**config.mk**
```make
export PLATFORM = sky130hd
export DESIGN_NAME = pdwd_core
export DESIGN_NICKNAME = d
export VERILOG_FILES = /design/src/hw/pdwd_pkg.sv /design/src/hw/pdwd_core.sv
export SDC_FILE = /design/constraint.sdc
export NUM_CORES = 1
export LEC_CHECK = 0
export BUFFER_PORTS_ARGS = -buffer_cell sky130_fd_sc_hd__buf_2
export CORE_AREA = 3 3 218 220
export CTS_CLUSTER_SIZE = 14
export DETAILED_ROUTE_END_ITERATION = 6
export DIE_AREA = 0 0 221 223
export PLACE_DENSITY = 0.67
export SKIP_CTS_REPAIR_TIMING = 1
export SYNTH_ARGS = -nofsm -noshare
export SYNTH_HDL_FRONTEND = slang
export SYNTH_SLANG_ARGS = --single-unit
export TNS_END_PERCENT = 30
```
**constraint.sdc**
```tcl
create_clock -name clk_sys_i -period 21.8 [get_ports clk_sys_i]
set_input_delay 1.09 -clock clk_sys_i [delete_from_list [all_inputs] [get_ports clk_sys_i]]
set_output_delay 1.09 -clock clk_sys_i [all_outputs]
set_load 0.03 [all_outputs]
```
**src/hw/pdwd_pkg.sv**
```systemverilog
// package: register map, codes and timing constants for the process data watchdog block
package pdwd_pkg;

  // register word addresses (modbus register numbers)
  localparam logic [15:0] ADDR_CONN_TIMEOUT   = 16'h0500;
  localparam logic [15:0] ADDR_WD_TIMEOUT     = 16'h07D0;
  localparam logic [15:0] ADDR_FAULT_RESP     = 16'h07D2;
  localparam logic [15:0] ADDR_FAIL_REASON    = 16'h07D4;
  localparam logic [15:0] ADDR_COMMAND        = 16'h07D6;
  localparam logic [15:0] ADDR_DEV_STATUS     = 16'h1F3C;
  localparam logic [15:0] ADDR_DIAG_STATUS    = 16'h1F3D;
  localparam logic [15:0] ADDR_DIAG_PARAM     = 16'h1F3E;
  localparam logic [15:0] ADDR_INPUT_IMAGE    = 16'h1F40;
  localparam logic [15:0] ADDR_OUTPUT_IMAGE   = 16'h2328;

  // function codes
  localparam logic [7:0] FC_READ_COILS    = 8'h01;
  localparam logic [7:0] FC_READ_DISCRETE = 8'h02;
  localparam logic [7:0] FC_READ_HOLDING  = 8'h03;
  localparam logic [7:0] FC_READ_INPUT    = 8'h04;
  localparam logic [7:0] FC_WRITE_COIL    = 8'h05;
  localparam logic [7:0] FC_WRITE_SINGLE  = 8'h06;
  localparam logic [7:0] FC_WRITE_COILS   = 8'h0F;
  localparam logic [7:0] FC_WRITE_MULTI   = 8'h10;
  localparam logic [7:0] FC_READ_WRITE    = 8'h17;

  // exception codes
  localparam logic [7:0] EXC_NONE          = 8'h00;
  localparam logic [7:0] EXC_ILLEGAL_FUNC  = 8'h01;
  localparam logic [7:0] EXC_ILLEGAL_ADDR  = 8'h02;
  localparam logic [7:0] EXC_ILLEGAL_VALUE = 8'h03;

  // substitute behaviour codes
  localparam logic [15:0] RESP_ALL_LOW  = 16'h0000;
  localparam logic [15:0] RESP_ALL_HIGH = 16'h0001;
  localparam logic [15:0] RESP_HOLD     = 16'h0002;

  // command word codes
  localparam logic [15:0] CMD_SET_FAIL = 16'h0010;
  localparam logic [15:0] CMD_ACK_FAIL = 16'h0020;

  // failure reason codes
  localparam logic [15:0] REASON_NONE     = 16'h0000;
  localparam logic [15:0] REASON_USER     = 16'h0009;
  localparam logic [15:0] REASON_WATCHDOG = 16'h000C;
  localparam logic [15:0] REASON_CONN     = 16'h000D;

  // status bit positions
  localparam int STAT_ERROR_BIT = 0;
  localparam int STAT_FAIL_BIT  = 1;

  // timeout limits and reset values
  localparam logic [15:0] TIMEOUT_MIN_MS   = 16'h00C8;
  localparam logic [15:0] TIMEOUT_MAX_MS   = 16'hFDE8;
  localparam logic [15:0] WD_TIMEOUT_RESET = 16'h0000;
  localparam logic [15:0] CONN_TIMEOUT_RST = 16'h0000;

  // timing: 1 ms tick from the 40 MHz system clock
  localparam int CLK_HZ      = 40000000;
  localparam int TICK_US     = 1000;
  localparam int TICK_CYCLES = CLK_HZ / 1000000 * TICK_US;

  // number of client connections
  localparam int NUM_CONN = 8;

  // register request from the protocol engine
  typedef struct packed {
    logic        valid;
    logic [2:0]  conn;
    logic [7:0]  func;
    logic [15:0] addr;
    logic        wr;
    logic [15:0] wdata;
  } reg_req_type;

  // register response to the protocol engine
  typedef struct packed {
    logic        valid;
    logic [15:0] rdata;
    logic [7:0]  exc;
  } reg_rsp_type;

endpackage : pdwd_pkg

```
**src/hw/pdwd_core.sv**
```systemverilog
// process data watchdog, connection monitoring and modbus register map
//
// Functional notes
// - reset: watchdog disabled, timeout zero
// - any expiry blocks outputs, applies substitutes
// - failure still accepts writes; release uses latest
// - first output write starts, writes restart
// - reads never restart the countdown
// - expiry forces substitutes, sets status bit1
// - failure drives network indicator steady red
// - user halts active watchdog only by zero timeout
// - substitutes held until failure is acknowledged
// - acknowledgement restarts the watchdog countdown
// - watchdog timeout 16-bit register, five functions
// - auto mode: next output write acknowledges
// - manual mode: command register acknowledges
// - eight connections with own monitoring
// - function codes 1-6,15,16,23 mapped to images
// - special registers via 3,4,6,16,23
// - status and diagnostics read-only via 3,4,23
// - write to read-only gives exception 02
// - connection timeout 200..65000, zero disables
// - new timeout applies after function on connection
// - substitute codes: low, high, hold last
// - command 0010 forces, 0020 acknowledges failure in manual mode
// - reason 000C watchdog, 000D connection timeout
`timescale 1ns/1ps

module pdwd_core
  import pdwd_pkg::*;
#(
  parameter int TICK_LEN = TICK_CYCLES  // cycles per millisecond tick
) (
  input  wire logic        clk_sys_i,     // 40 MHz system clock
  input  wire logic        sys_rst_i,     // async reset, active high
  input  wire reg_req_type req_i,         // register request, one cycle pulse
  input  wire logic        manual_ack_i,  // acknowledge mode: 1 manual, 0 auto
  input  wire logic [15:0] inputs_i,      // input process image
  input  wire logic [15:0] diag_status_i, // diagnostic status word
  input  wire logic [15:0] diag_param_i,  // diagnostic parameter word
  output reg_rsp_type      rsp_o,         // register response
  output logic      [15:0] outputs_o,     // physical output drive
  output logic             net_red_o,     // network indicator red
  output logic             net_fail_o     // network failure flag
);

  //////////////////////////////////////////////////////////////////////////////
  // decode

  logic [15:0] wd_timeout_reg;        // watchdog timeout in ms
  logic [15:0] conn_timeout_reg;      // connection timeout in ms
  logic [15:0] fault_resp_reg;        // substitute behaviour code
  logic [15:0] reason_reg;            // failure cause
  logic [15:0] out_image_reg;         // latest written output data
  logic [15:0] last_out_reg;          // outputs before failure, for hold mode
  logic        fail_reg;              // network failure latched
  logic [15:0] wd_cnt_reg;            // watchdog countdown
  logic        wd_run_reg;            // watchdog started
  logic [31:0] tick_cnt_reg;          // ms prescaler
  logic        tick_reg;              // one cycle per ms
  logic [15:0] conn_cnt_reg [NUM_CONN];  // per connection countdown
  logic [15:0] conn_tmo_reg [NUM_CONN];  // per connection applied timeout
  logic        conn_exp;              // some connection expired

  logic is_read_fc, is_write_fc, is_special_fc, is_ro_fc;
  logic is_out, is_in, is_special, is_ro, is_cmd, is_timeout_reg, known;
  logic wr_ok, out_wr, bad_value;
  logic [7:0]  exc;
  logic [15:0] rdata;

  // function code classes
  always_comb begin
    is_read_fc    = req_i.func inside {FC_READ_COILS, FC_READ_DISCRETE, FC_READ_HOLDING, FC_READ_INPUT, FC_READ_WRITE};
    is_write_fc   = req_i.func inside {FC_WRITE_COIL, FC_WRITE_SINGLE, FC_WRITE_COILS, FC_WRITE_MULTI, FC_READ_WRITE};
    is_special_fc = req_i.func inside {FC_READ_HOLDING, FC_READ_INPUT, FC_WRITE_SINGLE, FC_WRITE_MULTI, FC_READ_WRITE};
    is_ro_fc      = req_i.func inside {FC_READ_HOLDING, FC_READ_INPUT, FC_READ_WRITE};
  end

  // address classes and exception selection
  always_comb begin
    is_out         = (req_i.addr == ADDR_OUTPUT_IMAGE);
    is_in          = (req_i.addr == ADDR_INPUT_IMAGE);
    is_timeout_reg = (req_i.addr == ADDR_WD_TIMEOUT) || (req_i.addr == ADDR_CONN_TIMEOUT);
    is_special     = is_timeout_reg || (req_i.addr == ADDR_FAULT_RESP);
    is_cmd         = (req_i.addr == ADDR_COMMAND);
    is_ro          = (req_i.addr == ADDR_FAIL_REASON) || (req_i.addr == ADDR_DEV_STATUS) ||
                     (req_i.addr == ADDR_DIAG_STATUS) || (req_i.addr == ADDR_DIAG_PARAM) || is_in;
    known          = is_out || is_special || is_cmd || is_ro;
    bad_value      = req_i.wr && is_timeout_reg && (req_i.wdata != 16'h0000) &&
                     ((req_i.wdata < TIMEOUT_MIN_MS) || (req_i.wdata > TIMEOUT_MAX_MS));
    exc = EXC_NONE;
    if (!(is_read_fc || is_write_fc)) begin
      exc = EXC_ILLEGAL_FUNC;
    end else if (!known) begin
      exc = EXC_ILLEGAL_ADDR;
    end else if (req_i.wr && !is_write_fc) begin
      exc = EXC_ILLEGAL_FUNC;
    end else if (req_i.wr && is_ro) begin
      exc = EXC_ILLEGAL_ADDR;
    end else if (!req_i.wr && is_cmd) begin
      exc = EXC_ILLEGAL_ADDR;
    end else if ((is_special || is_cmd) && !is_special_fc) begin
      exc = EXC_ILLEGAL_FUNC;
    end else if (is_ro && !is_in && !is_ro_fc) begin
      exc = EXC_ILLEGAL_FUNC;
    end else if (is_in && !is_read_fc) begin
      exc = EXC_ILLEGAL_FUNC;
    end else if (bad_value) begin
      exc = EXC_ILLEGAL_VALUE;
    end
    wr_ok  = req_i.valid && req_i.wr && (exc == EXC_NONE);
    out_wr = wr_ok && is_out;
  end

  // read data mux; bit reads see the same word
  always_comb begin
    case (req_i.addr)
      ADDR_CONN_TIMEOUT: rdata = conn_timeout_reg;
      ADDR_WD_TIMEOUT:   rdata = wd_timeout_reg;
      ADDR_FAULT_RESP:   rdata = fault_resp_reg;
      ADDR_FAIL_REASON:  rdata = reason_reg;
      ADDR_DEV_STATUS:   rdata = {14'h0000, fail_reg, fail_reg | (diag_status_i != 16'h0000)};
      ADDR_DIAG_STATUS:  rdata = diag_status_i;
      ADDR_DIAG_PARAM:   rdata = diag_param_i;
      ADDR_INPUT_IMAGE:  rdata = inputs_i;
      ADDR_OUTPUT_IMAGE: rdata = out_image_reg;
      default:           rdata = 16'h0000;
    endcase
  end

  //////////////////////////////////////////////////////////////////////////////
  // response register

  // answer one cycle after the request
  always_ff @(posedge clk_sys_i or posedge sys_rst_i) begin
    if (sys_rst_i) begin
      rsp_o <= '0;
    end else begin
      rsp_o.valid <= req_i.valid;
      rsp_o.exc   <= req_i.valid ? exc : EXC_NONE;
      rsp_o.rdata <= (req_i.valid && exc == EXC_NONE && !req_i.wr) ? rdata : 16'h0000;
    end
  end

  //////////////////////////////////////////////////////////////////////////////
  // configuration registers

  // timeouts and substitute code; rejected writes keep old value
  always_ff @(posedge clk_sys_i or posedge sys_rst_i) begin
    if (sys_rst_i) begin
      wd_timeout_reg   <= WD_TIMEOUT_RESET;
      conn_timeout_reg <= CONN_TIMEOUT_RST;
      fault_resp_reg   <= RESP_ALL_LOW;
    end else if (wr_ok) begin
      if (req_i.addr == ADDR_WD_TIMEOUT) wd_timeout_reg <= req_i.wdata;
      if (req_i.addr == ADDR_CONN_TIMEOUT) conn_timeout_reg <= req_i.wdata;
      if (req_i.addr == ADDR_FAULT_RESP) fault_resp_reg <= req_i.wdata;
    end
  end

  // output image keeps updating even during failure
  always_ff @(posedge clk_sys_i or posedge sys_rst_i) begin
    if (sys_rst_i) begin
      out_image_reg <= 16'h0000;
    end else if (out_wr) begin
      out_image_reg <= req_i.func == FC_WRITE_COIL ? (req_i.wdata != 16'h0000 ? 16'h0001 : 16'h0000) : req_i.wdata;
    end
  end

  //////////////////////////////////////////////////////////////////////////////
  // millisecond tick

  // prescaler; a single tick may drift up to one ms against a write
  always_ff @(posedge clk_sys_i or posedge sys_rst_i) begin
    if (sys_rst_i) begin
      tick_cnt_reg <= 32'h00000000;
      tick_reg     <= 1'b0;
    end else if (tick_cnt_reg == 32'(TICK_LEN - 1)) begin
      tick_cnt_reg <= 32'h00000000;
      tick_reg     <= 1'b1;
    end else begin
      tick_cnt_reg <= tick_cnt_reg + 32'h00000001;
      tick_reg     <= 1'b0;
    end
  end

  //////////////////////////////////////////////////////////////////////////////
  // watchdog

  logic ack_cmd, set_cmd, wd_exp, ack_ev;

  // acknowledge and force events
  always_comb begin
    set_cmd = wr_ok && is_cmd && (req_i.wdata == CMD_SET_FAIL);
    ack_cmd = wr_ok && is_cmd && (req_i.wdata == CMD_ACK_FAIL);
    ack_ev  = fail_reg && (manual_ack_i ? ack_cmd : out_wr);
    wd_exp  = wd_run_reg && tick_reg && (wd_cnt_reg == 16'h0001);
  end

  // countdown; writing a zero timeout is the only user path that stops it once running
  always_ff @(posedge clk_sys_i or posedge sys_rst_i) begin
    if (sys_rst_i) begin
      wd_run_reg <= 1'b0;
      wd_cnt_reg <= 16'h0000;
    end else if (wd_timeout_reg == 16'h0000) begin
      wd_run_reg <= 1'b0;
      wd_cnt_reg <= 16'h0000;
    end else if (ack_ev) begin
      wd_run_reg <= 1'b1;
      wd_cnt_reg <= wd_timeout_reg;
    end else if (out_wr && !fail_reg) begin
      wd_run_reg <= 1'b1;
      wd_cnt_reg <= wd_timeout_reg;
    end else if (wd_exp) begin
      wd_run_reg <= 1'b0;
      wd_cnt_reg <= 16'h0000;
    end else if (wd_run_reg && tick_reg) begin
      wd_cnt_reg <= wd_cnt_reg - 16'h0001;
    end
  end

  //////////////////////////////////////////////////////////////////////////////
  // connection monitoring

  // each connection adopts the new timeout on its next function
  for (genvar c = 0; c < NUM_CONN; c++) begin : g_conn
    logic hit;
    assign hit = req_i.valid && (req_i.conn == 3'(c));
    always_ff @(posedge clk_sys_i or posedge sys_rst_i) begin
      if (sys_rst_i) begin
        conn_tmo_reg[c] <= CONN_TIMEOUT_RST;
        conn_cnt_reg[c] <= 16'h0000;
      end else if (hit) begin
        conn_tmo_reg[c] <= conn_timeout_reg;
        conn_cnt_reg[c] <= conn_timeout_reg;
      end else if (tick_reg && conn_cnt_reg[c] != 16'h0000 && conn_tmo_reg[c] != 16'h0000) begin
        conn_cnt_reg[c] <= conn_cnt_reg[c] - 16'h0001;
      end
    end
  end

  // expiry when any armed connection counts down to one on a tick
  always_comb begin
    conn_exp = 1'b0;
    for (int c = 0; c < NUM_CONN; c++) begin
      if (tick_reg && conn_tmo_reg[c] != 16'h0000 && conn_cnt_reg[c] == 16'h0001) conn_exp = 1'b1;
    end
  end

  //////////////////////////////////////////////////////////////////////////////
  // failure state

  // set wins over acknowledge in the same cycle
  always_ff @(posedge clk_sys_i or posedge sys_rst_i) begin
    if (sys_rst_i) begin
      fail_reg   <= 1'b0;
      reason_reg <= REASON_NONE;
    end else if (wd_exp) begin
      fail_reg   <= 1'b1;
      reason_reg <= REASON_WATCHDOG;
    end else if (conn_exp) begin
      fail_reg   <= 1'b1;
      reason_reg <= REASON_CONN;
    end else if (set_cmd) begin
      fail_reg   <= 1'b1;
      reason_reg <= REASON_USER;
    end else if (ack_ev) begin
      fail_reg <= 1'b0;
    end
  end

  // output drive: substitutes during failure, image otherwise
  always_ff @(posedge clk_sys_i or posedge sys_rst_i) begin
    if (sys_rst_i) begin
      outputs_o    <= 16'h0000;
      last_out_reg <= 16'h0000;
      net_red_o    <= 1'b0;
      net_fail_o   <= 1'b0;
    end else begin
      net_red_o  <= fail_reg;
      net_fail_o <= fail_reg;
      if (fail_reg) begin
        case (fault_resp_reg)
          RESP_ALL_HIGH: outputs_o <= 16'hFFFF;
          RESP_HOLD:     outputs_o <= last_out_reg;
          default:       outputs_o <= 16'h0000;
        endcase
      end else begin
        outputs_o    <= out_image_reg;
        last_out_reg <= out_image_reg;
      end
    end
  end
endmodule : pdwd_core

```
==> flow_summary_export.csv, run 1 <==
group,metric,value,unit
critical_path,critPathKind,"primary input to flip-flop",
placement,dp_hpwl,36600,um
cells_and_area,drive_above_1_share,0.147,
grt,grt_max_degree,176,
detailed_routing,drt_first_pass_iters,6,
detailed_routing,drtAntennaViolNets,0,
clocking,cts_root_buf,"clkbuf_16",
pwr,vdd_drop_max,0.0000756,V
synthesis,yosysMostFrequentCell,"nand2_1",
clocking,htree_levels,2,
placement,dpl.cell_count,2750,
detailed_routing,vias,16425,
clocking,cts_made_buffers,45,
sta,hold_violations,0,
grt,grt_pass1_vias,16246,
detailed_routing,drc,0,
synthesis,yosysTopAreaCell,"dfrtp_1",
floorplan,die_area,0.0493,sq mm
floorplan,io_pins,139,
sta,relSlewSlack,0.110,
run,cap_violations,0,
worst_hold_path,holdCritPathClass,"flip-flop to flip-flop",
synthesis,syn_area_per_cell,9.78,sq um
floorplan,start_util,0.450,
run_status,status,"complete, no violations",
synthesis,synth.yosys.seq_area_share,0.521,
pwr,power_per_cell_area,75.9,mW/mm^2
sta,min_period,3.93,ns
critical_path,cp.required,22.25,ns
floorplan,core-area,0.0455,sq mm
floorplan,die_y,223,um
critical_path,worstSetupEndpointType,"flip-flop",
synthesis,syn_area,0.0205,sq mm
grt,grt_antenna_before_repair,0,
synthesis,yosys_warnings,0,
synthesis,synth_cells,2095,
cells_and_area,instances_no_fill,2833,
synthesis,synth_top_area_frac,0.521,
cells_and_area,final_nets,2312,
sta,period_share,0.180,
sta,setup_tns,0,ns
synthesis,synth_top_flop_cell,"dfrtp_1",
floorplan,core.rowCount,78,
grt,track_usage,0.217,
sta,tightest_slew,1.33,ns
sta,max_freq,255,MHz
placement,place_congestion,0.867,
grt,grt_pass1_wl,87500,um
critical_path,arrival,4.37,ns
placement,io_buffers,132,
synthesis,ys_ff_latch,426,
synthesis,synthTopCellsByCount,"505 x nand2_1, 426 x dfrtp_1, 154 x o21ai_0",
clocking,cts_tree,"done",
floorplan,die_x,221,um
clocking,clock_path_buffers,3,
critical_path,worst-path-max-fanout,18,
synthesis,synth_area_leaders,"dfrtp_1 52%, nand2_1 9.3%, xnor2_1 4.1%",
sta,maxSlewViolCount,0,
detailed_routing,wl_per_cell,19.3,um
grt,grt_overflow,0,
sta,setup_viol,0,
critical_path,crit_path_start_kind,"primary input",
detailed_routing,drtIter0Drc,1657,
sta,clock_skew,0.0196,ns
detailed_routing,drt-vias-per-instance,5.80,
sta,rsz0062_at_grt,"no",
synthesis,async_flop_share,1.00,
cells_and_area,syn2layout_area_growth,13.8,%
synthesis,synth_cell_types,80,
pwr,static-leakage-power,0.0112,uW
clocking,clk_latency,0.55,ns
detailed_routing,wl,54600,um
synthesis,synth_edf_count,0,
clocking,numClockSinks,426,
clocking,cts.clk_slew.worst_paths,0.06,ns
## through the flow
stage | setup slack (ns) | total power (uW) | utilization | cell area (sq um) | hold WS [ns]
final | 17.87 | 1770 | 0.512 | 23300 | 0.474
after global routing | 17.68 | 1830 | 0.512 | 23300 | 0.493
after CTS | 17.98 | 1780 | 0.512 | 23300 | 0.474
after detailed placement | 17.41 | 938 | 0.476 | 21700 | 0.460
after global placement | 17.49 | 933 | 0.476 | 21700 | 0.451
after floorplan | 8.85 | 903 | - | 20500 | 0.379
## critical path: stages
cell	delay, ns
buf_2	0.12
or4b_2	0.73
nor4_4	0.83
a22oi_1	0.15
a21o_1	0.23
a32oi_1	0.25
nand3_1	0.57
a31oi_1	0.38
## report_power, final
part           leakage [uW]  switching (uW)  internal [uW]
Combinational       0.00451            68.6           36.0
Clock              0.000815             318            525
Sequential          0.00588            14.6            805
## final timing paths
kind	from	end	slack, ns	depth (start not counted)
max	req_i[20]	rsp_o[22]$_DFF_PP0_	17.87	8
min	reason_reg[3]$_DFFE_PP0P_	reason_reg[3]$_DFFE_PP0P_	0.47	1
max reg2reg	wd_cnt_reg[2]$_DFFE_PP0P_	wd_cnt_reg[14]$_DFFE_PP0P_	18.71	7
min reg2reg	reason_reg[3]$_DFFE_PP0P_	reason_reg[3]$_DFFE_PP0P_	0.47	1
max in group asynchronous	sys_rst_i	conn_cnt_reg[124]$_DFFE_PP0P_	18.90	4
min in group asynchronous	sys_rst_i	outputs_o[9]$_DFF_PP0_	0.63	2
## cells in the final DEF (no fill, tap or decap), types with 32 or more instances in the layout
master	n
nor4_1	82
o21ai_0	154
nand2_1	505
clkbuf_16	47
nand3_1	38
nor2_1	109
nor3_1	43
inv_1	32
xor2_1	50
mux2_2	50
dfrtp_1	426
buf_2	132
xnor2_1	95
## per-layer routing
metal | vias up | part of all wire | track usage
met3 | 111 | 0.057 | 0.0312
met1 | 8157 | 0.44 | 0.299
met5 | - | 0 | 0
met2 | 520 | 0.47 | 0.353
met4 | 0 | 0.032 | 0.0746
li1 | 7637 | - | -
## area by class of cell
type,instances,area (sq um)
Inverter,34,135
Clock buffer,65,1350
Sequential cell,426,10700
Timing Repair Buffer,152,823
Multi-Input combinational cell,1538,9290
Clock inverter,17,289
Fill cell,4164,22200
Tap cell,600,751
Antenna cell,1,2.50
## cells by family after synthesis
logic type      count (synthesis)  synth area share
simple gates                  949             0.219
flops                         426             0.521
compound gates                338             0.110
xor+xnor                      145            0.0620
buf+inv                       136            0.0296
mux                            81            0.0475
fa+ha+maj                      19            0.0116
other cells                     1          0.000183
Note: power is estimated with default switching activity, not from simulation.
==> inputs of run 2 (changes only) <==
--- a/config.mk
+++ b/config.mk
@@ -5,12 +5,13 @@
 export SDC_FILE = /design/constraint.sdc
 export NUM_CORES = 1
 export LEC_CHECK = 0
+export ABC_AREA = 1
 export BUFFER_PORTS_ARGS = -buffer_cell sky130_fd_sc_hd__buf_2
-export CORE_AREA = 3 3 218 220
+export CORE_AREA = 3 3 226 228
 export CTS_CLUSTER_SIZE = 14
 export DETAILED_ROUTE_END_ITERATION = 6
-export DIE_AREA = 0 0 221 223
-export PLACE_DENSITY = 0.67
+export DIE_AREA = 0 0 229 231
+export PLACE_DENSITY = 0.69
 export SKIP_CTS_REPAIR_TIMING = 1
 export SYNTH_ARGS = -nofsm -noshare
 export SYNTH_HDL_FRONTEND = slang
==> constraint.sdc (replaced) <==
create_clock -name clk_sys_i -period 3.2 [get_ports clk_sys_i]
set_input_delay 0.16 -clock clk_sys_i [delete_from_list [all_inputs] [get_ports clk_sys_i]]
set_output_delay 0.16 -clock clk_sys_i [all_outputs]
set_load 0.03 [all_outputs]
==> run 2 against run 1 <==
  * The run now ends with hold timing left
  * Synthesized area up 8.0%
  * Die area up 7.3%
  * Wire length up 19%
  * Critical path depth rose by 9
  * Worst setup slack got worse by 18 ns
  * Non-clock buffer count up 49
  * Combinational power rose to 11 times the previous value
  * Worst hold slack worse by 0.50 ns
  * First-iteration DRC count up 11%
  * Synthesized cell count is 34% higher
  * Critical endpoint is now tick_cnt_reg[27]$_DFF_PP0_
==> flow_summary_export.csv, run 2 <==
group,metric,value,unit
detailed_routing,drtAntennaViolNets,0,
synthesis,synth_cells,2802,
sta,max_freq,352,MHz
placement,place_congestion,0.970,
cells_and_area,antenna_cells,0,
synthesis,yosys_warnings,0,
synthesis,synth_top_flop_cell,"dfrtp_1",
critical_path,crit_path_start_kind,"flip-flop",
run_status,status,"finished, violations left",
cells_and_area,final_nets,3072,
synthesis,synth.yosys.seq_area_share,0.482,
synthesis,ys_ff_latch,426,
clocking,cts_made_buffers,46,
detailed_routing,drtIter0Drc,1833,
pwr,vdd_drop_max,0.000320,V
grt,grt_antenna_before_repair,1,
worst_hold_path,hold_depth,3,
synthesis,yosysTopAreaCell,"dfrtp_1",
critical_path,critPathMaxStageDelay,0.38,ns
pwr,static-leakage-power,0.0131,uW
placement,dpl.cell_count,3558,
critical_path,worstSetupEndpointType,"flip-flop",
critical_path,r2r_cells,17,
sta,hold_violations,6,
detailed_routing,vias,20410,
critical_path,arrival,3.29,ns
floorplan,die_y,231,um
critical_path,worst-path-buf-inv,2,
sta,maxSlewViolCount,0,
floorplan,die_x,229,um
run_status,violations,"hold timing",
floorplan,io_pins,139,
sta,tightest_slew,0.980,ns
cells_and_area,stdcell_area,0.0254,sq mm
grt,grt_max_degree,73,
detailed_routing,wl,64800,um
floorplan,core.rowCount,81,
detailed_routing,wl_per_cell,17.7,um
clocking,cts_tree,"done",
placement,dp_hpwl,45500,um
clocking,htree_levels,2,
grt,grt_pass1_wl,105000,um
synthesis,yosysMostFrequentCell,"nand2_1",
sta,relSlewSlack,0.347,
synthesis,syn_area,0.0221,sq mm
clocking,cts.clk_slew.worst_paths,0.06,ns
cells_and_area,syn2layout_area_growth,14.8,%
critical_path,cp_top_family,"simple AND/OR/NAND/NOR gates",
critical_path,worst-path-stages,17,
floorplan,start_util,0.451,
cells_and_area,mostFrequentLayoutCells,"801 x nand2_1, 426 x dfrtp_1, 315 x inv_1",
clocking,numClockSinks,426,
critical_path,worst-path-max-fanout,3,
detailed_routing,drt-vias-per-instance,5.58,
floorplan,core-area,0.0491,sq mm
detailed_routing,drt_first_pass_iters,6,
cells_and_area,final_core_util,0.517,
critical_path,cp_slowest_cell,"dfrtp_1",
sta,hold_slack,-0.0282,ns
synthesis,syn_area_per_cell,7.89,sq um
sta,clock_skew,0.0167,ns
worst_hold_path,holdCritPathClass,"primary input to flip-flop",
cells_and_area,drive_above_1_share,0.102,
synthesis,synth_edf_count,0,
critical_path,critPathKind,"flip-flop to flip-flop",
grt,grt_pass1_vias,19881,
clocking,clock_path_buffers,3,
sta,setup_viol,0,
sta,min_period,2.84,ns
synthesis,synth_area_leaders,"dfrtp_1 48%, nand2_1 14%, inv_1 5.4%",
critical_path,cp.required,3.65,ns
critical_path,cp_cell_sequence,"nand3_1, nor2_1, nand3_1, nor2_2, inv_1, nor3_2, nand4_1, nor3_2, nand3_1, nor2_1, nand3_1, nor2_1, nand2_1, nor2_1, a21oi_1, o21ai_1, inv_1",
synthesis,synthTopCellsByCount,"801 x nand2_1, 426 x dfrtp_1, 316 x inv_1",
sta,period_share,0.887,
floorplan,die_area,0.0529,sq mm
cells_and_area,layout_commonest_cell,"nand2_1",
cells_and_area,instances_no_fill,3657,
pwr,power_per_cell_area,478,mW/mm^2
detailed_routing,drc,0,
placement,io_buffers,132,
synthesis,synth_cell_types,57,
synthesis,synth_top_area_frac,0.482,
synthesis,async_flop_share,1.00,
run,cap_violations,0,
clocking,clk_latency,0.58,ns
grt,track_usage,0.243,
grt,grt_overflow,0,
clocking,cts_root_buf,"clkbuf_16",
placement,placedInstanceArea,0.0237,sq mm
## run 2: path summary, 6_finish.rpt
kind	from	end	slack (ns)
setup / recovery	tick_cnt_reg[2]$_DFF_PP0_	tick_cnt_reg[27]$_DFF_PP0_	0.36
hold / removal	req_i[14]	wd_timeout_reg[14]$_DFFE_PP0P_	-0.03
setup reg to reg	tick_cnt_reg[2]$_DFF_PP0_	tick_cnt_reg[27]$_DFF_PP0_	0.36
hold reg to reg	tick_cnt_reg[0]$_DFF_PP0_	tick_cnt_reg[0]$_DFF_PP0_	0.47
max in group asynchronous	sys_rst_i	rsp_o[21]$_DFF_PP0_	1.93
min in group asynchronous	sys_rst_i	rsp_o[24]$_DFF_PP0_	0.36
## run 2: final cells by class
class / instances / area (sq um)
clock buffers: 63 / 1320
fillers: 4649 / 23700
multi-input cells: 1953 / 9810
inverters: 329 / 1240
repair buffers: 201 / 1280
clock inverters: 21 / 245
flip-flops and latches: 426 / 10700
well taps: 664 / 831
## run 2: where the power goes
part,internal [uW],total [uW],switching [uW]
Clock,3280,5500,2210
Sequential,5460,5510,53.0
Combinational,353,1120,763
Total,9090,12100,3030
## run 2: worst register-to-register path, stage by stage, from the launching register on
cell	delay, ns
dfrtp_1	0.38
nand3_1	0.14
nor2_1	0.21
nand3_1	0.20
nor2_2	0.16
inv_1	0.08
nor3_2	0.21
nand4_1	0.21
nor3_2	0.22
nand3_1	0.13
nor2_1	0.10
nand3_1	0.12
nor2_1	0.16
nand2_1	0.11
nor2_1	0.11
a21oi_1	0.07
o21ai_1	0.08
inv_1	0.05
## run 2: per-layer routing
layer | up-vias | global-route usage | wire length [um]
met1 | 9867 | 0.325 | 27700
met4 | 2 | 0.0939 | 2400
met3 | 168 | 0.0315 | 3980
met2 | 754 | 0.405 | 30700
li1 | 9619 | - | -
met5 | - | 0 | 15
## run 2: kinds of logic (layout without fill, tap and decap cells)
family	after synthesis	after routing	synth area share
buf+inv	428	614	0.0753
flops	426	426	0.482
compound gates	381	381	0.112
other cells	1	6	0.000170
xor+xnor	78	78	0.0309
simple gates	1469	1469	0.289
fa+ha+maj	19	19	0.0108
## run 2: stage by stage
stage | setup TNS (ns) | setup slack (ns) | total power [uW]
floorplan | -1154.22 | -2.71 | 6380
global placement | 0 | 0.366 | 6660
detailed placement | 0 | 0.260 | 6690
CTS | 0 | 0.280 | 12200
global route | -0.00547 | -0.00547 | 12600
finish | 0 | 0.363 | 12100
==> inputs of run 3 (changes only) <==
--- a/config.mk
+++ b/config.mk
@@ -7,11 +7,11 @@
 export LEC_CHECK = 0
 export ABC_AREA = 1
 export BUFFER_PORTS_ARGS = -buffer_cell sky130_fd_sc_hd__buf_2
-export CORE_AREA = 3 3 226 228
+export CORE_AREA = 3 3 276 278
 export CTS_CLUSTER_SIZE = 14
 export DETAILED_ROUTE_END_ITERATION = 6
-export DIE_AREA = 0 0 229 231
-export PLACE_DENSITY = 0.69
+export DIE_AREA = 0 0 279 281
+export PLACE_DENSITY = 0.52
 export SKIP_CTS_REPAIR_TIMING = 1
 export SYNTH_ARGS = -nofsm -noshare
 export SYNTH_HDL_FRONTEND = slang
==> run 3 against run 2 <==
  * The run still ends with hold timing left
  * Non-clock buffer count up 10
  * Worst hold slack improved by 0.0013 ns
  * Wire length increased by 6.7%
  * Flip-flop and latch count did not move
  * Register-to-register slack improved by 0.06 ns
  * Critical path type is now primary input to flip-flop
  * Largest cell class unchanged
==> flow_summary_export.csv, run 3 (same netlist as run 2, synthesis figures left out) <==
group,metric,value,unit
run_status,violations,"hold timing",
detailed_routing,drt_first_pass_iters,5,
critical_path,worst-path-max-fanout,16,
floorplan,core.rowCount,100,
sta,hold_violations,7,
grt,grt_pass1_vias,19095,
floorplan,die_x,279,um
critical_path,arrival,3.33,ns
sta,setup_tns,0,ns
cells_and_area,fillers,7847,
sta,setup_viol,0,
sta,rsz0062_at_grt,"no",
sta,layout_setup_ws,0.395,ns
clocking,cts.clk_slew.worst_paths,0.06,ns
run_status,status,"finished, violations left",
critical_path,worstSetupEndpointType,"flip-flop",
run,cap_violations,0,
critical_path,cp.required,3.73,ns
pwr,finalPower,12300,uW
grt,grt_pass1_wl,110000,um
grt,track_usage,0.176,
floorplan,die_area,0.0784,sq mm
sta,relSlewSlack,0.298,
cells_and_area,syn2layout_area_growth,17.4,%
cells_and_area,mostFrequentLayoutCells,"801 x nand2_1, 426 x dfrtp_1, 314 x inv_1",
placement,place_congestion,0.851,
sta,hold_slack,-0.0269,ns
detailed_routing,drtIter0Drc,1534,
sta,tightest_slew,1.05,ns
floorplan,io_pins,139,
sta,min_period,2.80,ns
sta,period_share,0.876,
detailed_routing,vias,19562,
placement,dpl.cell_count,3866,
detailed_routing,wl,69100,um
placement,dp_slack,0.327,ns
pwr,power_per_cell_area,475,mW/mm^2
critical_path,crit_path_start_kind,"primary input",
sta,maxSlewViolCount,0,
clocking,cts_made_buffers,49,
grt,grt_antenna_before_repair,2,
cells_and_area,final_nets,3085,
clocking,numClockSinks,426,
sta,clock_skew,0.0353,ns
floorplan,core-area,0.0742,sq mm
pwr,static-leakage-power,0.0132,uW
floorplan,start_util,0.298,
pwr,vdd_drop_max,0.000385,V
cells_and_area,drive_above_1_share,0.103,
detailed_routing,wl_per_cell,17.4,um
placement,io_buffers,132,
detailed_routing,drtAntennaViolNets,0,
grt,grt_overflow,0,
clocking,clk_latency,0.60,ns
clocking,htree_levels,2,
worst_hold_path,holdCritPathClass,"primary input to flip-flop",
cells_and_area,layout_commonest_cell,"nand2_1",
cells_and_area,instances_no_fill,3978,
detailed_routing,drt-vias-per-instance,4.92,
clocking,clock_path_buffers,3,
clocking,cts_root_buf,"clkbuf_16",
placement,dp_hpwl,49000,um
sta,max_freq,357,MHz
clocking,cts_tree,"done",
grt,grt_max_degree,141,
critical_path,critPathKind,"primary input to flip-flop",
floorplan,die_y,281,um
detailed_routing,drc,0,
run 3: metal layers:
metal	wire [um]	global-route usage
met5	0	0
met4	1480	0.0446
met1	31700	0.243
met2	32400	0.289
met3	3470	0.0287
run 3: cell type report:
| type | instances | area (sq um) | share of cell area |
|---|---|---|---|
| repair buffers | 211 | 1370 | 0.0528 |
| flip-flops and latches | 426 | 10700 | 0.411 |
| inverters | 329 | 1240 | 0.0477 |
| diodes | 2 | 5.00 | 0.000193 |
| clock inverters | 13 | 175 | 0.00675 |
| well taps | 969 | 1210 | 0.0467 |
| multi-input cells | 1953 | 9820 | 0.378 |
| clock buffers | 75 | 1470 | 0.0568 |
run 3: report_power, final:
group	internal [uW]	leakage (uW)	switching [uW]
Sequential	5460	0.00589	51.5
Combinational	351	0.00648	753
Clock	3410	0.000805	2310
Total	9220	0.0132	3110
run 3: worst paths after layout:
| check | startpoint | end | slack, ns | cells past startpoint |
|---|---|---|---|---|
| min in group asynchronous | sys_rst_i | conn_cnt_reg[115]$_DFFE_PP0P_ | 0.07 | 3 |
| worst max register to register | tick_cnt_reg[2]$_DFF_PP0_ | tick_cnt_reg[29]$_DFF_PP0_ | 0.42 | 18 |
| worst max-delay path | req_i[12] | rsp_o[12]$_DFF_PP0_ | 0.40 | 17 |
| worst min register to register | reason_reg[3]$_DFFE_PP0P_ | reason_reg[3]$_DFFE_PP0P_ | 0.46 | 2 |
| worst min-delay path | diag_status_i[0] | rsp_o[8]$_DFF_PP0_ | -0.03 | 3 |
| max in group asynchronous | sys_rst_i | conn_tmo_reg[104]$_DFFE_PP0P_ | 2.04 | 4 |
run 3: metrics by stage:
stage                      util  area (sq um)
after global placement    0.324         24100
after detailed placement  0.324         24100
after global routing      0.350         26000
after CTS                 0.347         25700
final                     0.350         26000
after floorplan               -         22100
run 3: worst max-delay path: stages:
cell,delay (ns)
dlygate4sd3_1,0.53
buf_2,0.13
inv_1,0.19
nand4_1,0.11
nor2_1,0.22
nand2_1,0.14
nand4_1,0.15
nand3_1,0.09
nand2_1,0.07
nand2_1,0.06
nand2_2,0.10
nand2_1,0.07
nor2_2,0.18
nand3_1,0.10
buf_4,0.22
a41oi_1,0.22
dlygate4sd3_1,0.59
